`src/verilog/arf_pkg.sv`:
```
// Purpose: Shared constants and carriers for the converter result formatter.
// Assumes: 8-bit register port, one clock, asynchronous active-high reset.
// Notes:   Offsets are byte indices on the plain register port.
package arf_pkg;

  // Register offsets.
  localparam logic [7:0] ARF_OFS_SECOND_CTL  = 8'h03;
  localparam logic [7:0] ARF_OFS_RESULT_LOW  = 8'h04;
  localparam logic [7:0] ARF_OFS_RESULT_HIGH = 8'h05;
  localparam logic [7:0] ARF_OFS_STATUS      = 8'h06;
  localparam logic [7:0] ARF_OFS_CHAN_REF    = 8'h07;

  // Field positions.
  localparam int ARF_BIT_BIPOLAR   = 7;
  localparam int ARF_BIT_DONE      = 0;
  localparam int ARF_BIT_TEMP_EN   = 1;
  localparam int ARF_BIT_GAIN      = 0;
  localparam int ARF_REF_MSB       = 7;
  localparam int ARF_REF_LSB       = 6;
  localparam int ARF_CHAN_MSB      = 5;

  // Reset values.
  localparam logic [7:0] ARF_RST_CHAN_REF   = 8'h00;
  localparam logic       ARF_RST_BIPOLAR    = 1'b0;

  // Channel and reference codes.
  localparam logic [5:0] ARF_CHAN_TEMP      = 6'h22;
  localparam logic [5:0] ARF_CHAN_DIFF_LO   = 6'h08;
  localparam logic [5:0] ARF_CHAN_DIFF_HI   = 6'h1f;
  localparam logic [5:0] ARF_CHAN_REV_LO    = 6'h23;
  localparam logic [1:0] ARF_REF_INT_1V1    = 2'h2;

  // Coding limits and gain.
  localparam int ARF_CODE_W        = 10;
  localparam int ARF_WIDE_W        = 17;
  localparam logic signed [16:0] ARF_UNI_MAX = 17'sh003ff;
  localparam logic signed [16:0] ARF_BIP_MAX = 17'sh001ff;
  localparam logic signed [16:0] ARF_BIP_MIN = -17'sh00200;
  localparam logic signed [16:0] ARF_GAIN_HI = 17'sh00014;

  // Formatting mode handed to the coder.
  typedef struct packed {
    logic diff_mode;
    logic bipolar;
    logic gain_hi;
  } arf_mode_s;

  // A finished, coded result.
  typedef struct packed {
    logic                  valid;
    logic [9:0]            code;
  } arf_result_s;

endpackage

```
`src/verilog/arf_result_coder.sv`:
```
// Purpose: Apply gain, clamp and code one raw converter sample.
// Assumes: Sample is signed, one step equal to the reference over 1024.
// Notes:   One cycle from sample strobe to coded result.
`timescale 1ns/1ps
module arf_result_coder import arf_pkg::*; #(
  parameter int SAMPLE_W = 12
) (
  // Clock and reset.
  input  wire logic                 clk,
  input  wire logic                 sys_rst,
  // Raw sample in.
  input  wire logic                 smp_valid,
  input  wire logic [SAMPLE_W-1:0]  smp_data,
  input  wire arf_mode_s            mode,
  // Coded result out.
  output arf_result_s               res_ff
);

  // Gain times twelve bits must stay inside the wide path.
  if (SAMPLE_W < 11 || SAMPLE_W > 12) begin : g_bad_sample_w
    $error("arf_result_coder: SAMPLE_W must be 11 or 12");
  end

  logic signed [ARF_WIDE_W-1:0] wide;
  logic signed [ARF_WIDE_W-1:0] half;
  logic [9:0]                   nxt_code;

  // Gain applies only to differential pairs; single-ended is always 1x.
  always_comb begin
    wide = ARF_WIDE_W'($signed(smp_data));
    if (mode.diff_mode && mode.gain_hi) begin
      wide = ARF_WIDE_W'(wide * ARF_GAIN_HI);
    end
    half = wide >>> 1;
    if (mode.diff_mode && mode.bipolar) begin
      // Halving gives the 512-step scale; saturate to the signed range.
      if (half > ARF_BIP_MAX) begin
        nxt_code = ARF_BIP_MAX[9:0];
      end else if (half < ARF_BIP_MIN) begin
        nxt_code = ARF_BIP_MIN[9:0];
      end else begin
        nxt_code = half[9:0];
      end
    end else if (wide < 0) begin
      nxt_code = 10'h000;
    end else if (wide > ARF_UNI_MAX) begin
      nxt_code = ARF_UNI_MAX[9:0];
    end else begin
      nxt_code = wide[9:0];
    end
  end

  // Registered result so the top sees a clean strobe.
  always_ff @(posedge clk or posedge sys_rst) begin
    if (sys_rst) begin
      res_ff <= '0;
    end else begin
      res_ff.valid <= smp_valid;
      if (smp_valid) begin
        res_ff.code <= nxt_code;
      end
    end
  end

endmodule

```
`src/verilog/arf_result_format.sv`:
```
// Summary of operation
// - After conversion-done is set, result is readable as low and high bytes.
// - Single-ended result is unsigned 10-bit, input times 1024 over reference.
// - Unipolar differential result is unsigned, clamped to zero when negative input larger.
// - Bipolar differential result is two's complement, difference times 512 over reference.
// - Top result bit in high byte is the sign in bipolar mode.
// - Unipolar after reset; bipolar-select bit written one selects bipolar.
// - Differential difference is multiplied by gain 1x or 20x before coding.
// - Channel code 100010 selects the temperature sensor single-ended and enables it.
// - Each completed conversion writes the result bytes and sets conversion-done.
// - Reference field value binary 10 selects the internal 1.1V reference.
// - On differential channels the lowest channel bit picks gain, 0 is 1x.
//
// Purpose: Register front end and result presentation for a 10-bit converter.
// Assumes: Analog side gives a signed sample with a one-cycle done strobe.
// Notes:   Read data appear in the cycle after the read strobe only.
//          Byte map: 0x03 second control (bit 7 bipolar select), 0x04 result low,
//          0x05 result high, 0x06 status (bit 0 done, write one clears; bit 1
//          sensor enabled, read only), 0x07 channel and reference.
//          Settings are not locked during a conversion; the coder samples them
//          on the done strobe, so software should leave them alone until then.
//          Every analog-side output is a register and lags its write by a cycle.
//
// The strobed register port and the register addresses were left to the implementer.
`timescale 1ns/1ps
module arf_result_format import arf_pkg::*; #(
  parameter int SAMPLE_W = 12
) (
  // Clock and reset.
  input  wire logic                 clk,
  input  wire logic                 sys_rst,
  // Register port.
  input  wire logic [7:0]           reg_addr,
  input  wire logic [7:0]           reg_wdata,
  input  wire logic                 reg_wr,
  input  wire logic                 reg_rd,
  output logic [7:0]                reg_rdata_ff,
  // Converter side.
  input  wire logic                 conv_done,
  input  wire logic [SAMPLE_W-1:0]  conv_sample,
  output logic [5:0]                chan_sel_ff,
  output logic [1:0]                ref_sel_ff,
  output logic                      ref_int_1v1_ff,
  output logic                      temp_sensor_en_ff,
  output logic                      diff_mode_ff,
  output logic                      gain_hi_ff,
  output logic                      conversion_done_flag_ff
);

  // Differential decode is used for the coder mode and the analog outputs.
  // Codes 08..1f are the normal pairs and 23 upwards the reversed and offset
  // pairs; 20..22 are ground, the band gap and the sensor, all single-ended.
  function automatic logic is_diff(input logic [5:0] ch);
    is_diff = (ch >= ARF_CHAN_DIFF_LO && ch <= ARF_CHAN_DIFF_HI) || (ch >= ARF_CHAN_REV_LO);
  endfunction

  logic [7:0]   channel_reference_register_ff;
  logic         bipolar_select_ff;
  logic [7:0]   result_low_byte_ff;
  logic [7:0]   result_high_byte_ff;
  logic [7:0]   second_ctl_byte;
  logic [7:0]   status_byte;
  logic [7:0]   nxt_rdata;
  arf_mode_s    mode;
  arf_result_s  coded;
  logic         clr_done;

  // Eleven bits hold a full single-ended code with its sign, and the coder's
  // wide path is sized for twelve; anything else cannot be served.
  if (SAMPLE_W < 11 || SAMPLE_W > 12) begin : g_bad_sample_w
    $error("arf_result_format: SAMPLE_W must be 11 or 12");
  end

  // Writing one to the done bit clears the flag; writing zero leaves it, so a
  // read-modify-write of the status byte cannot drop a fresh result.
  assign clr_done = reg_wr && reg_addr == ARF_OFS_STATUS && reg_wdata[ARF_BIT_DONE];

  // The coder sees live settings; it only samples them on a done strobe.
  // Software that rewrites them mid-conversion gets whichever is current then.
  assign mode.diff_mode = is_diff(channel_reference_register_ff[ARF_CHAN_MSB:0]);
  assign mode.bipolar   = bipolar_select_ff;
  assign mode.gain_hi   = channel_reference_register_ff[ARF_BIT_GAIN];

  // Gain, clamp and coding; the coded result follows the strobe by one cycle,
  // which keeps the multiplier out of the register update path.
  arf_result_coder #(
    .SAMPLE_W (SAMPLE_W)
  ) u_coder (
    .clk       (clk),
    .sys_rst   (sys_rst),
    .smp_valid (conv_done),
    .smp_data  (conv_sample),
    .mode      (mode),
    .res_ff    (coded)
  );

  // Channel and reference register; every bit is software read/write and
  // takes effect on the write edge.
  always_ff @(posedge clk or posedge sys_rst) begin
    if (sys_rst) begin
      channel_reference_register_ff <= ARF_RST_CHAN_REF;
    end else if (reg_wr && reg_addr == ARF_OFS_CHAN_REF) begin
      channel_reference_register_ff <= reg_wdata;
    end
  end

  // Bipolar select; unipolar until software asks otherwise. Single-ended
  // channels ignore it and always code unsigned.
  always_ff @(posedge clk or posedge sys_rst) begin
    if (sys_rst) begin
      bipolar_select_ff <= ARF_RST_BIPOLAR;
    end else if (reg_wr && reg_addr == ARF_OFS_SECOND_CTL) begin
      bipolar_select_ff <= reg_wdata[ARF_BIT_BIPOLAR];
    end
  end

  // Result bytes load together so a reader never sees a torn pair.
  // The top six bits of the high byte read zero in every mode.
  always_ff @(posedge clk or posedge sys_rst) begin
    if (sys_rst) begin
      result_low_byte_ff  <= 8'h00;
      result_high_byte_ff <= 8'h00;
    end else if (coded.valid) begin
      result_low_byte_ff  <= coded.code[7:0];
      result_high_byte_ff <= {6'h00, coded.code[9:8]};
    end
  end

  // Done flag; a new result in the clearing cycle keeps it set, since losing
  // a completion is worse than reporting one twice.
  always_ff @(posedge clk or posedge sys_rst) begin
    if (sys_rst) begin
      conversion_done_flag_ff <= 1'b0;
    end else if (coded.valid) begin
      conversion_done_flag_ff <= 1'b1;
    end else if (clr_done) begin
      conversion_done_flag_ff <= 1'b0;
    end
  end

  // Channel field towards the input multiplexer; registered so it settles
  // before the converter samples it.
  always_ff @(posedge clk or posedge sys_rst) begin
    if (sys_rst) begin
      chan_sel_ff <= 6'h00;
    end else begin
      chan_sel_ff <= channel_reference_register_ff[ARF_CHAN_MSB:0];
    end
  end

  // Differential and gain flags, so the input stage and the coder agree.
  always_ff @(posedge clk or posedge sys_rst) begin
    if (sys_rst) begin
      diff_mode_ff <= 1'b0;
      gain_hi_ff   <= 1'b0;
    end else begin
      diff_mode_ff <= mode.diff_mode;
      gain_hi_ff   <= mode.diff_mode && mode.gain_hi;
    end
  end

  // Reference field and its internal 1.1V decode.
  always_ff @(posedge clk or posedge sys_rst) begin
    if (sys_rst) begin
      ref_sel_ff     <= 2'h0;
      ref_int_1v1_ff <= 1'b0;
    end else begin
      ref_sel_ff     <= channel_reference_register_ff[ARF_REF_MSB:ARF_REF_LSB];
      ref_int_1v1_ff <= channel_reference_register_ff[ARF_REF_MSB:ARF_REF_LSB]
                        == ARF_REF_INT_1V1;
    end
  end

  // Sensor enable; only the sensor code switches it on, so it idles whenever
  // an ordinary channel is selected.
  always_ff @(posedge clk or posedge sys_rst) begin
    if (sys_rst) begin
      temp_sensor_en_ff <= 1'b0;
    end else begin
      temp_sensor_en_ff <= channel_reference_register_ff[ARF_CHAN_MSB:0]
                           == ARF_CHAN_TEMP;
    end
  end

  // Composite bytes; unused bits read zero so software can test a field
  // without masking, and field positions come from one place.
  always_comb begin
    second_ctl_byte                  = 8'h00;
    second_ctl_byte[ARF_BIT_BIPOLAR] = bipolar_select_ff;
    status_byte                      = 8'h00;
    status_byte[ARF_BIT_DONE]        = conversion_done_flag_ff;
    status_byte[ARF_BIT_TEMP_EN]     = temp_sensor_en_ff;
  end

  // Read mux; unmapped offsets read zero and writes to them are dropped.
  // Result bytes are read only; writes to them are ignored.
  always_comb begin
    unique case (reg_addr)
      ARF_OFS_SECOND_CTL:  nxt_rdata = second_ctl_byte;
      ARF_OFS_RESULT_LOW:  nxt_rdata = result_low_byte_ff;
      ARF_OFS_RESULT_HIGH: nxt_rdata = result_high_byte_ff;
      ARF_OFS_STATUS:      nxt_rdata = status_byte;
      ARF_OFS_CHAN_REF:    nxt_rdata = channel_reference_register_ff;
      default:             nxt_rdata = 8'h00;
    endcase
  end

  // Read data stand for exactly the cycle after the strobe.
  // Zero outside that cycle, so an idle port shows nothing stale.
  always_ff @(posedge clk or posedge sys_rst) begin
    if (sys_rst) begin
      reg_rdata_ff <= 8'h00;
    end else if (reg_rd) begin
      reg_rdata_ff <= nxt_rdata;
    end else begin
      reg_rdata_ff <= 8'h00;
    end
  end

endmodule

```
`config.mk`:
```
export PLATFORM = sky130hd
export DESIGN_NAME = arf_result_format
export DESIGN_NICKNAME = d
export VERILOG_FILES = /design/src/verilog/arf_pkg.sv /design/src/verilog/arf_result_coder.sv /design/src/verilog/arf_result_format.sv
export SDC_FILE = /design/constraint.sdc
export NUM_CORES = 1
export LEC_CHECK = 0
export BUFFER_PORTS_ARGS = -buffer_cell sky130_fd_sc_hd__buf_4
export CAP_MARGIN = 20
export CELL_PAD_IN_SITES_DETAIL_PLACEMENT = 2
export CELL_PAD_IN_SITES_GLOBAL_PLACEMENT = 2
export CORE_UTILIZATION = 32
export DETAILED_ROUTE_END_ITERATION = 6
export GPL_ROUTABILITY_DRIVEN = 0
export PLACE_DENSITY_LB_ADDON = 0.1
export SYNTH_ARGS = -nofsm -noshare
export SYNTH_HDL_FRONTEND = slang
export SYNTH_SLANG_ARGS = --single-unit
export TNS_END_PERCENT = 10
```
`constraint.sdc`:
```
create_clock -name clk -period 2.5 [get_ports clk]
set_clock_uncertainty 0.1 [all_clocks]
set_input_delay 0 -clock clk [delete_from_list [all_inputs] [get_ports clk]]
set_output_delay 0 -clock clk [all_outputs]
set_load 0.03 [all_outputs]
```
======== Word level (Yosys, flattened, before mapping) ========
Index checks and enable logic that the tools add are counted.
word-level totals
  bits of input ports ..................... 33
  word-level logic and storage cells ...... 48
  output and inout bits ................... 21
  register bits ........................... 51
operators by class
  equality and inequality tests ........... 7
  reductions and logical operators ........ 9
  $lt $le $gt $ge ......................... 7
  multiplexer cells ....................... 10
  $mul .................................... 1
operator list
  cell                                                           number
  2-to-1 mux 10 bit                                              5
  one-hot mux 8 bit (5 select lines)                             1
  equality test 8 x 3 -> 1 bit (second input constant)           4
  > comparator 17 x 11 -> 1 bit (second input constant)          1
  less-than comparator 17 x 1 -> 1 bit (second input constant)   1
  2-to-1 mux 17 bit                                              1
  > comparator 16 x 10 -> 1 bit (second input constant)          1
  less-than comparator 16 x 10 -> 1 bit (second input constant)  1
  multiplier 12 x 4 -> 15 bit (second input constant)            1
  equality test 8 x 2 -> 1 bit (second input constant)           1
  2-to-1 mux 8 bit                                               1
  logical AND 1 bit                                              7
  equality test 6 bit (second input constant)                    1
  >= comparator 6 x 4 -> 1 bit (second input constant)           1
  >= comparator 6 bit (second input constant)                    1
  <= comparator 6 x 5 -> 1 bit (second input constant)           1
  equality test 2 bit (second input constant)                    1
  2-to-1 mux 1 bit                                               2
  nonzero test 2 bit                                             1
  logical OR 1 bit                                               1

======== Longest topological paths before layout ========
Gate-level depths: netlist (run 1).
  word-level depth ........................ 9
  gate-level depth with buffers ........... 13
  gate-level depth less buffers ........... 12

======== Hierarchy ========
A second synthesis (run 1) with hierarchy kept.
second synthesis, totals
  cells, all modules ...................... 277
  area total of the unflattened synthesis .. 3011.6 µm²
by module, submodules not included
  module             cells an instance  seq. area each (µm²)  area an instance (µm²)  instances
  arf_result_format  101                1001.0                1527.7                  1
  arf_result_coder   176                275.3                 1483.9                  1

======== Worst setup path before layout (run 1) ========
OpenSTA, ideal clock, no wires.
  kind .................................... input to register
  start point ............................. input conv_sample[8]
  end point ............................... register u_coder.res_ff[1] (netlist name)
  stages on the path ...................... 11
  setup slack ............................. -0.445 ns
  buffers on the path ..................... 1
  data required time ...................... 2.274 ns
  setup time .............................. 0.126 ns
  arrival ................................. 2.719 ns
  cells stage by stage .................... ha_1 > ha_1 > buf_6 > a21o_1 > a21o_1 > or4b_4 > a21oi_4 > nor3_2 > a2111oi_4 > a311oi_1 > a221o_1
between the ends
  longest elaborated chain between the ends .. 6
  elaborated cells on any way between the ends .. 11
  those cells by class .................... 1 x mul; 4 x order compare; 6 x mux
ends and longest elaborated chain
  what                                                                                    line                                            RTL
  start: declaration                                                                      arf_result_format.sv:40                         input wire logic [SAMPLE_W-1:0] conv_sample,
  multiplier 12 x 4 -> 15 bit                                                             arf_result_coder.sv:32                          wide = ARF_WIDE_W'(wide * ARF_GAIN_HI);
  2-to-1 mux 17 bit (*)                                                                   arf_result_coder.sv:31                          if (mode.diff_mode && mode.gain_hi) begin
  > comparator 17 x 11 -> 1 bit or less-than comparator 16 x 10 -> 1 bit (tied branches)  arf_result_coder.sv:46, arf_result_coder.sv:39
  2-to-1 mux 10 bit (on tied branches)                                                    arf_result_coder.sv:46, arf_result_coder.sv:39
  2-to-1 mux 10 bit (on tied branches)                                                    arf_result_coder.sv:44, arf_result_coder.sv:37
  2-to-1 mux 10 bit (*)                                                                   arf_result_coder.sv:35                          if (mode.diff_mode && mode.bipolar) begin
  end: declaration                                                                        arf_result_coder.sv:16                          output arf_result_s res_ff
Mark *: on every way between the ends. The rest lies on a longest branch, timed or not.
A chain may end at the register's enable or synchronous reset.

======== Final worst setup path (run 1) ========
  start point ............................. input conv_sample[1]
  end point ............................... register u_coder.res_ff[8] (netlist name)
The elaborated chain is that of the path after synthesis.

==> impl_metrics.py, run 1 <==
metrics = {
    "logic_synthesis": {
        "async_flop_share": 1.00,
        "synth_compound_area_frac": 0.189,
        "synth_top_family_by_area": "compound AO/OA/AOI/OAI gates",
        "yosysSeqAreaShare": 0.437,
        "synthDistinctLibCells": 49,
        "ys_ff_latch": 51,
        "synthFlopType": "dfrtp_1",
        "syn_area_um2": 2920,
        "synth_fa_ha_area_frac": 0.0968,
        "synth_edf_count": 0,
        "yosys_warnings": 0,
        "yosys.area_share.simple": 0.130,
        "synth_xor_area_frac": 0.0240,
        "syn_inst": 267,
        "synthMuxAreaShare": 0.0925,
        "syn_area_per_cell_um2": 10.9,
        "syn-num-nets": 322,
    },
    "sta": {
        "rsz0062_at_grt": "true",
        "setup_viol": 10,
        "min_period_ns": 2.63,
        "finalWorstSetupSlack_ns": -0.133,
        "max_freq_mhz": 380,
        "tightest_slew_ns": 0.627,
        "maxSlewViolCount": 0,
        "fin_crit_sh": 1.05,
        "slew_headroom": 0.581,
        "finalHoldViolCount": 0,
        "fin_setup_tns_ns": -1.16,
    },
    "finish": {
        "final_common_cell": "buf_4",
        "area_growth_pct": 44.6,
        "layout_common_cells": "99 x buf_4, 51 x dfrtp_1, 29 x nand2_1, 20 x mux2_2, 18 x nor2_1",
        "stdcell_area_um2": 4220,
        "n_fill_cell": 927,
        "antenna_cells": 0,
        "final_nets": 438,
        "drive_above_1_share": 0.435,
    },
    "drt": {
        "drt_first_pass_iters": 4,
        "routed_wl_mm": 9.33,
        "first_iter_violations": 61,
        "wire_per_inst_um": 19.0,
        "vias_per_cell": 5.23,
        "drc": 0,
        "ant_nets": 0,
        "num_vias": 2575,
    },
    "clock_network": {
        "clock_latency_ns": 0.32,
        "clk_pin_slew_ns": 0.09,
        "htree_num_levels": 2,
        "cts-root-buf": "clkbuf_8",
        "cts_made_buffers": 5,
        "cts.sinks": 51,
        "clock_path_buffers": 2,
        "cts_tree": "built",
    },
    "critical_path": {
        "worstPathRequired_ns": 2.65,
        "crit_path_end_kind": "flip-flop",
        "worst-path-max-fanout": 9,
        "critPathArrivalTime_ns": 2.79,
        "worstSetupPathType": "input port to flip-flop",
        "startpoint_type": "input port",
    },
    "grt": {
        "antenna_found_initial": 0,
        "grtUsageTotal": 0.205,
        "grt_pass1_wl_mm": 15.4,
        "grt_max_degree": 28,
        "overflow": 0,
        "grt_pass1_vias": 2900,
    },
    "die": {
        "die_x_um": 97.6,
        "io_pins": 54,
        "initial_core_util": 0.333,
        "row_count": 34,
        "die_h_um": 97.6,
        "core_region_area_um2": 8760,
        "dieArea_um2": 9520,
    },
    "power_and_ir_drop": {
        "p_int_mw": 1.49,
        "pwr-share-seq": 0.433,
        "finalPower_mw": 2.12,
        "p_per_area_nw_per_um2": 502,
        "swShare": 0.298,
        "pwr-share-comb": 0.288,
        "power.leakage_nw": 1.99,
        "vdd_drop_max_v": 0.000220,
        "clkPwrFrac": 0.280,
        "p_sw_uw": 632,
    },
    "placement": {
        "place_ws_ns": -0.525,
        "place_area_um2": 3840,
        "dp_hpwl_mm": 6.85,
        "portBuffers": 53,
    },
    "min_path": {
        "hold_path_class": "input port to flip-flop",
    },
    "run_status": {
        "status": "finished with violations",
        "violations": "negative setup slack",
    },
    "job": {
        "drv_cap": 0,
    },
}
worst max-delay path: stages:
cell,delay [ns]
buf_4,0.12
ha_4,0.24
ha_4,0.16
inv_2,0.05
fa_2,0.20
nor2b_2,0.05
o2111a_1,0.26
or4b_4,0.56
and3_4,0.21
o41a_1,0.35
o32ai_4,0.26
buf_12,0.16
a221o_1,0.14
state kept, by name (all words and copies together), names as in the netlist:
register	flops
u_coder.res_ff	11
channel_reference_register_ff	8
reg_rdata_ff	8
result_high_byte_ff	2
ref_sel_ff	2
temp_sensor_en_ff	1
conversion_done_flag_ff	1
bipolar_select_ff	1
chan_sel_ff	6
ref_int_1v1_ff	1
result_low_byte_ff	8
diff_mode_ff	1
gain_hi_ff	1
layout make-up:
class | count | area [µm²] | area share
Clock buffer | 5 | 68.8 | 0.0163
Clock inverter | 3 | 46.3 | 0.0110
Inverter | 10 | 37.5 | 0.00889
Multi-Input combinational cell | 197 | 1720 | 0.406
Sequential cell | 51 | 1280 | 0.302
Tap cell | 108 | 135 | 0.0320
Timing Repair Buffer | 118 | 945 | 0.224
worst paths after layout:
path	end	slack (ns)	depth (start not counted)	startpoint
worst max-delay path	u_coder.res_ff[8]	-0.13	13	conv_sample[1]
worst min-delay path	u_coder.res_ff[3]	0.007	4	conv_sample[4]
worst max register to register	u_coder.res_ff[8]	0.08	10	channel_reference_register_ff[3]
worst min register to register	ref_sel_ff[1]	0.35	0	channel_reference_register_ff[7]
max in group asynchronous	temp_sensor_en_ff	1.35	4	sys_rst
min in group asynchronous	chan_sel_ff[4]	0.20	3	sys_rst
layer usage:
metal / GRT usage / up-vias / part of all wire
met2: 0.378 / 56 / 0.55
met1: 0.240 / 1273 / 0.39
met3: 0.0209 / 13 / 0.027
met4: 0.0826 / 0 / 0.026
li1: - / 1233 / -
met5: 0 / - / 0
Yosys cell counts (3+ instances only):
| cell | instances | area share |
|---|---|---|
| clkbuf_1 | 7 | 0.0090 |
| nand3_1 | 11 | 0.019 |
| nand2_1 | 29 | 0.037 |
| a311oi_1 | 10 | 0.030 |
| a31o_2 | 3 | 0.0090 |
| a21oi_1 | 7 | 0.012 |
| ha_1 | 21 | 0.090 |
| a22oi_1 | 6 | 0.015 |
| xor2_1 | 5 | 0.015 |
| a221o_1 | 10 | 0.034 |
| nor2_1 | 18 | 0.023 |
| and2_1 | 3 | 0.0064 |
| inv_1 | 9 | 0.012 |
| a21o_1 | 4 | 0.010 |
| mux2_2 | 20 | 0.077 |
| dfrtp_1 | 51 | 0.44 |
| nor2b_1 | 6 | 0.013 |
| o21ai_0 | 11 | 0.019 |
| xnor2_1 | 3 | 0.0090 |
metrics by stage:
stage	hold slack [ns]	util	cells
final	0.00728	0.482	492
after global routing	0.0434	0.482	492
after global placement	-0.0349	0.438	465
after floorplan	-0.0686	-	267
after CTS	0.00592	0.473	490
after detailed placement	-0.0218	0.438	465
power groups by stage:
stage,registers (mW),logic (mW),clock network [mW]
final,0.917,0.610,0.593
after global routing,0.925,0.669,0.632
after CTS,0.917,0.581,0.608
after detailed placement,0.933,0.554,0
after global placement,0.929,0.531,0
after floorplan,0.936,0.303,0
timing repair:
item	in CTS	in global routing
setup buffers	0	1
gates resized for setup	5	13
hold buffers	17	0
cloned	0	1
endpoints found under the setup margin	10	10
pin swaps	3	2
hold endpoints to repair	37	0
kinds of logic after synthesis:
group	after synthesis
buf+inv	20
compound gates	65
fa+ha+maj	22
simple gates	79
flops	51
xor+xnor	8
mux	22
(Power assumes the default switching activity.)
==> run 2: changes to the inputs <==
BUFFER_PORTS_ARGS = not set   (was -buffer_cell sky130_fd_sc_hd__buf_4)
CORE_UTILIZATION = 37   (was 32)
DONT_BUFFER_PORTS = 1   (was not set)
SKIP_LAST_GASP = 1   (was not set)
==> impl_metrics.py, run 2 (synthesis gave the netlist of run 1 again) <==
metrics = {
    "critical_path": {
        "startpoint_type": "input port",
        "worst-path-max-fanout": 10,
        "critPathMaxStageDelay_ns": 0.54,
        "crit_top_cell": "ha_4",
        "critPathArrivalTime_ns": 2.60,
        "path_cells": "ha_4 > ha_4 > inv_2 > fa_2 > nor2b_1 > o2111a_1 > or4b_4 > buf_4 > a21oi_4 > nor3_2 > a2111oi_4 > buf_6 > a311oi_1 > a221o_1",
        "crit_path_end_kind": "flip-flop",
        "crit_family": "compound AO/OA/AOI/OAI gates",
        "worstPathBufferInverterCount": 3,
        "cp_slowest_cell": "or4b_4",
        "worstSetupPathType": "input port to flip-flop",
        "worstPathRequired_ns": 2.59,
    },
    "clock_network": {
        "cts_made_buffers": 5,
        "clock_path_buffers": 2,
        "clock_latency_ns": 0.31,
        "htree_num_levels": 2,
        "post-cts-setup-buffers": 0,
        "cts_tree": "built",
        "cts.sinks": 51,
        "cts-root-buf": "clkbuf_8",
        "clk_pin_slew_ns": 0.08,
    },
    "grt": {
        "grt_pass1_wl_mm": 14.4,
        "antenna_found_initial": 0,
        "grt_max_degree": 52,
        "grtUsageTotal": 0.226,
        "overflow": 0,
        "grt_pass1_vias": 2707,
    },
    "run_status": {
        "status": "finished with violations",
        "violations": "negative setup slack",
    },
    "die": {
        "die_h_um": 90.9,
        "io_pins": 54,
        "initial_core_util": 0.380,
        "core_region_area_um2": 7690,
        "dieArea_um2": 8260,
        "die_x_um": 90.9,
        "row_count": 32,
    },
    "power_and_ir_drop": {
        "p_sw_uw": 548,
        "pwr-share-seq": 0.475,
        "clkPwrFrac": 0.277,
        "vdd_drop_max_v": 0.000204,
        "finalPower_mw": 1.97,
        "p_int_mw": 1.43,
        "power.leakage_nw": 1.70,
        "swShare": 0.277,
        "p_per_area_nw_per_um2": 522,
        "pwr-share-comb": 0.248,
    },
    "sta": {
        "tightest_slew_ns": 0.541,
        "maxSlewViolCount": 0,
        "fin_crit_sh": 1.01,
        "max_freq_mhz": 398,
        "setup_viol": 6,
        "finalWorstSetupSlack_ns": -0.0135,
        "slew_headroom": 0.639,
        "finalHoldViolCount": 0,
        "rsz0062_at_grt": "true",
        "min_period_ns": 2.51,
    },
    "drt": {
        "ant_nets": 0,
        "wire_per_inst_um": 20.5,
        "drt_first_pass_iters": 4,
        "routed_wl_mm": 8.89,
        "first_iter_violations": 88,
        "drc": 0,
        "num_vias": 2405,
        "vias_per_cell": 5.55,
    },
    "finish": {
        "stdcell_area_um2": 3780,
        "n_fill_cell": 783,
        "largest_register_ff_count": 11,
        "drive_above_1_share": 0.266,
        "regMostFlops": "u_coder.res_ff",
        "layout_common_cells": "51 x dfrtp_1, 34 x buf_4, 30 x dlygate4sd3_1, 29 x nand2_1, 20 x mux2_2",
        "antenna_cells": 0,
        "final_nets": 386,
        "final_common_cell": "dfrtp_1",
        "area_growth_pct": 29.6,
    },
    "job": {
        "drv_cap": 0,
    },
    "placement": {
        "place_ws_ns": -0.365,
        "dp_hpwl_mm": 6.21,
        "place_area_um2": 3350,
        "portBuffers": 0,
    },
    "min_path": {
        "hold_path_class": "input port to flip-flop",
    },
}
-- run 2: cell count changes in the layout (fill, tap and decap cells not counted), moves of 6 or more --
cell	delta
a311oi_1	+6
dlygate4sd3_1	+13
a311oi_2	-6
buf_4	-65
-- run 2: final timing paths --
kind                                endpoint  slack, ns  depth (start not counted)                        startpoint
min in group asynchronous    reg_rdata_ff[1]       0.03                          2                           sys_rst
max in group asynchronous     chan_sel_ff[1]       1.76                          3                           sys_rst
min reg2reg                    ref_sel_ff[1]       0.35                          0  channel_reference_register_ff[7]
max                        u_coder.res_ff[2]      -0.01                         14                    conv_sample[1]
min                        u_coder.res_ff[0]       0.02                          3                    conv_sample[0]
max reg2reg                u_coder.res_ff[1]       0.01                          9  channel_reference_register_ff[4]
-- run 2: layout make-up --
cell class / instances / area [µm²] / share of cell area
clock buffer: 6 / 72.6 / 0.0192
clock inverter: 1 / 30.0 / 0.00793
inverter: 10 / 37.5 / 0.00992
multi-input combinational: 196 / 1630 / 0.432
sequential: 51 / 1280 / 0.337
tap: 102 / 128 / 0.0337
timing repair buffer: 67 / 607 / 0.160
-- run 2: per-layer routing --
layer	track usage	wire, µm	vias to the layer above
met2	0.439	4870	56
met3	0.0295	285	16
li1	-	-	1131
met1	0.245	3490	1202
met5	0	0	-
met4	0.0913	243	0
-- run 2: power groups by stage --
stage	sequential, mW	clock [mW]	combinational (mW)
after CTS	0.938	0.563	0.485
after global placement	0.949	0	0.427
final	0.938	0.547	0.489
after detailed placement	0.954	0	0.443
after floorplan	0.936	0	0.303
after global routing	0.946	0.586	0.539
-- run 2: worst register-to-register path: cells and delay by family (launching register included) --
family          cells  cell delay (ns)
simple gates        3             0.45
buf+inv             4             0.94
flops               1             0.41
compound gates      2             0.47
-- run 2: timing repair --
item,CTS,global route
endpoints found under the hold margin,80,0
hold buffers,30,0
setup endpoints to repair,10,10
gates resized for setup,1,3
-- run 2: stage by stage --
step	util	hold WS (ns)	TNS [ns]	cells
after floorplan	-	-0.0686	-2.30	267
after global placement	0.436	-0.0681	-3.00	395
after detailed placement	0.436	-0.0682	-3.56	395
after CTS	0.489	0.00217	-0.0696	432
after global routing	0.492	0.0434	-1.24	433
final	0.492	0.0216	-0.0473	433
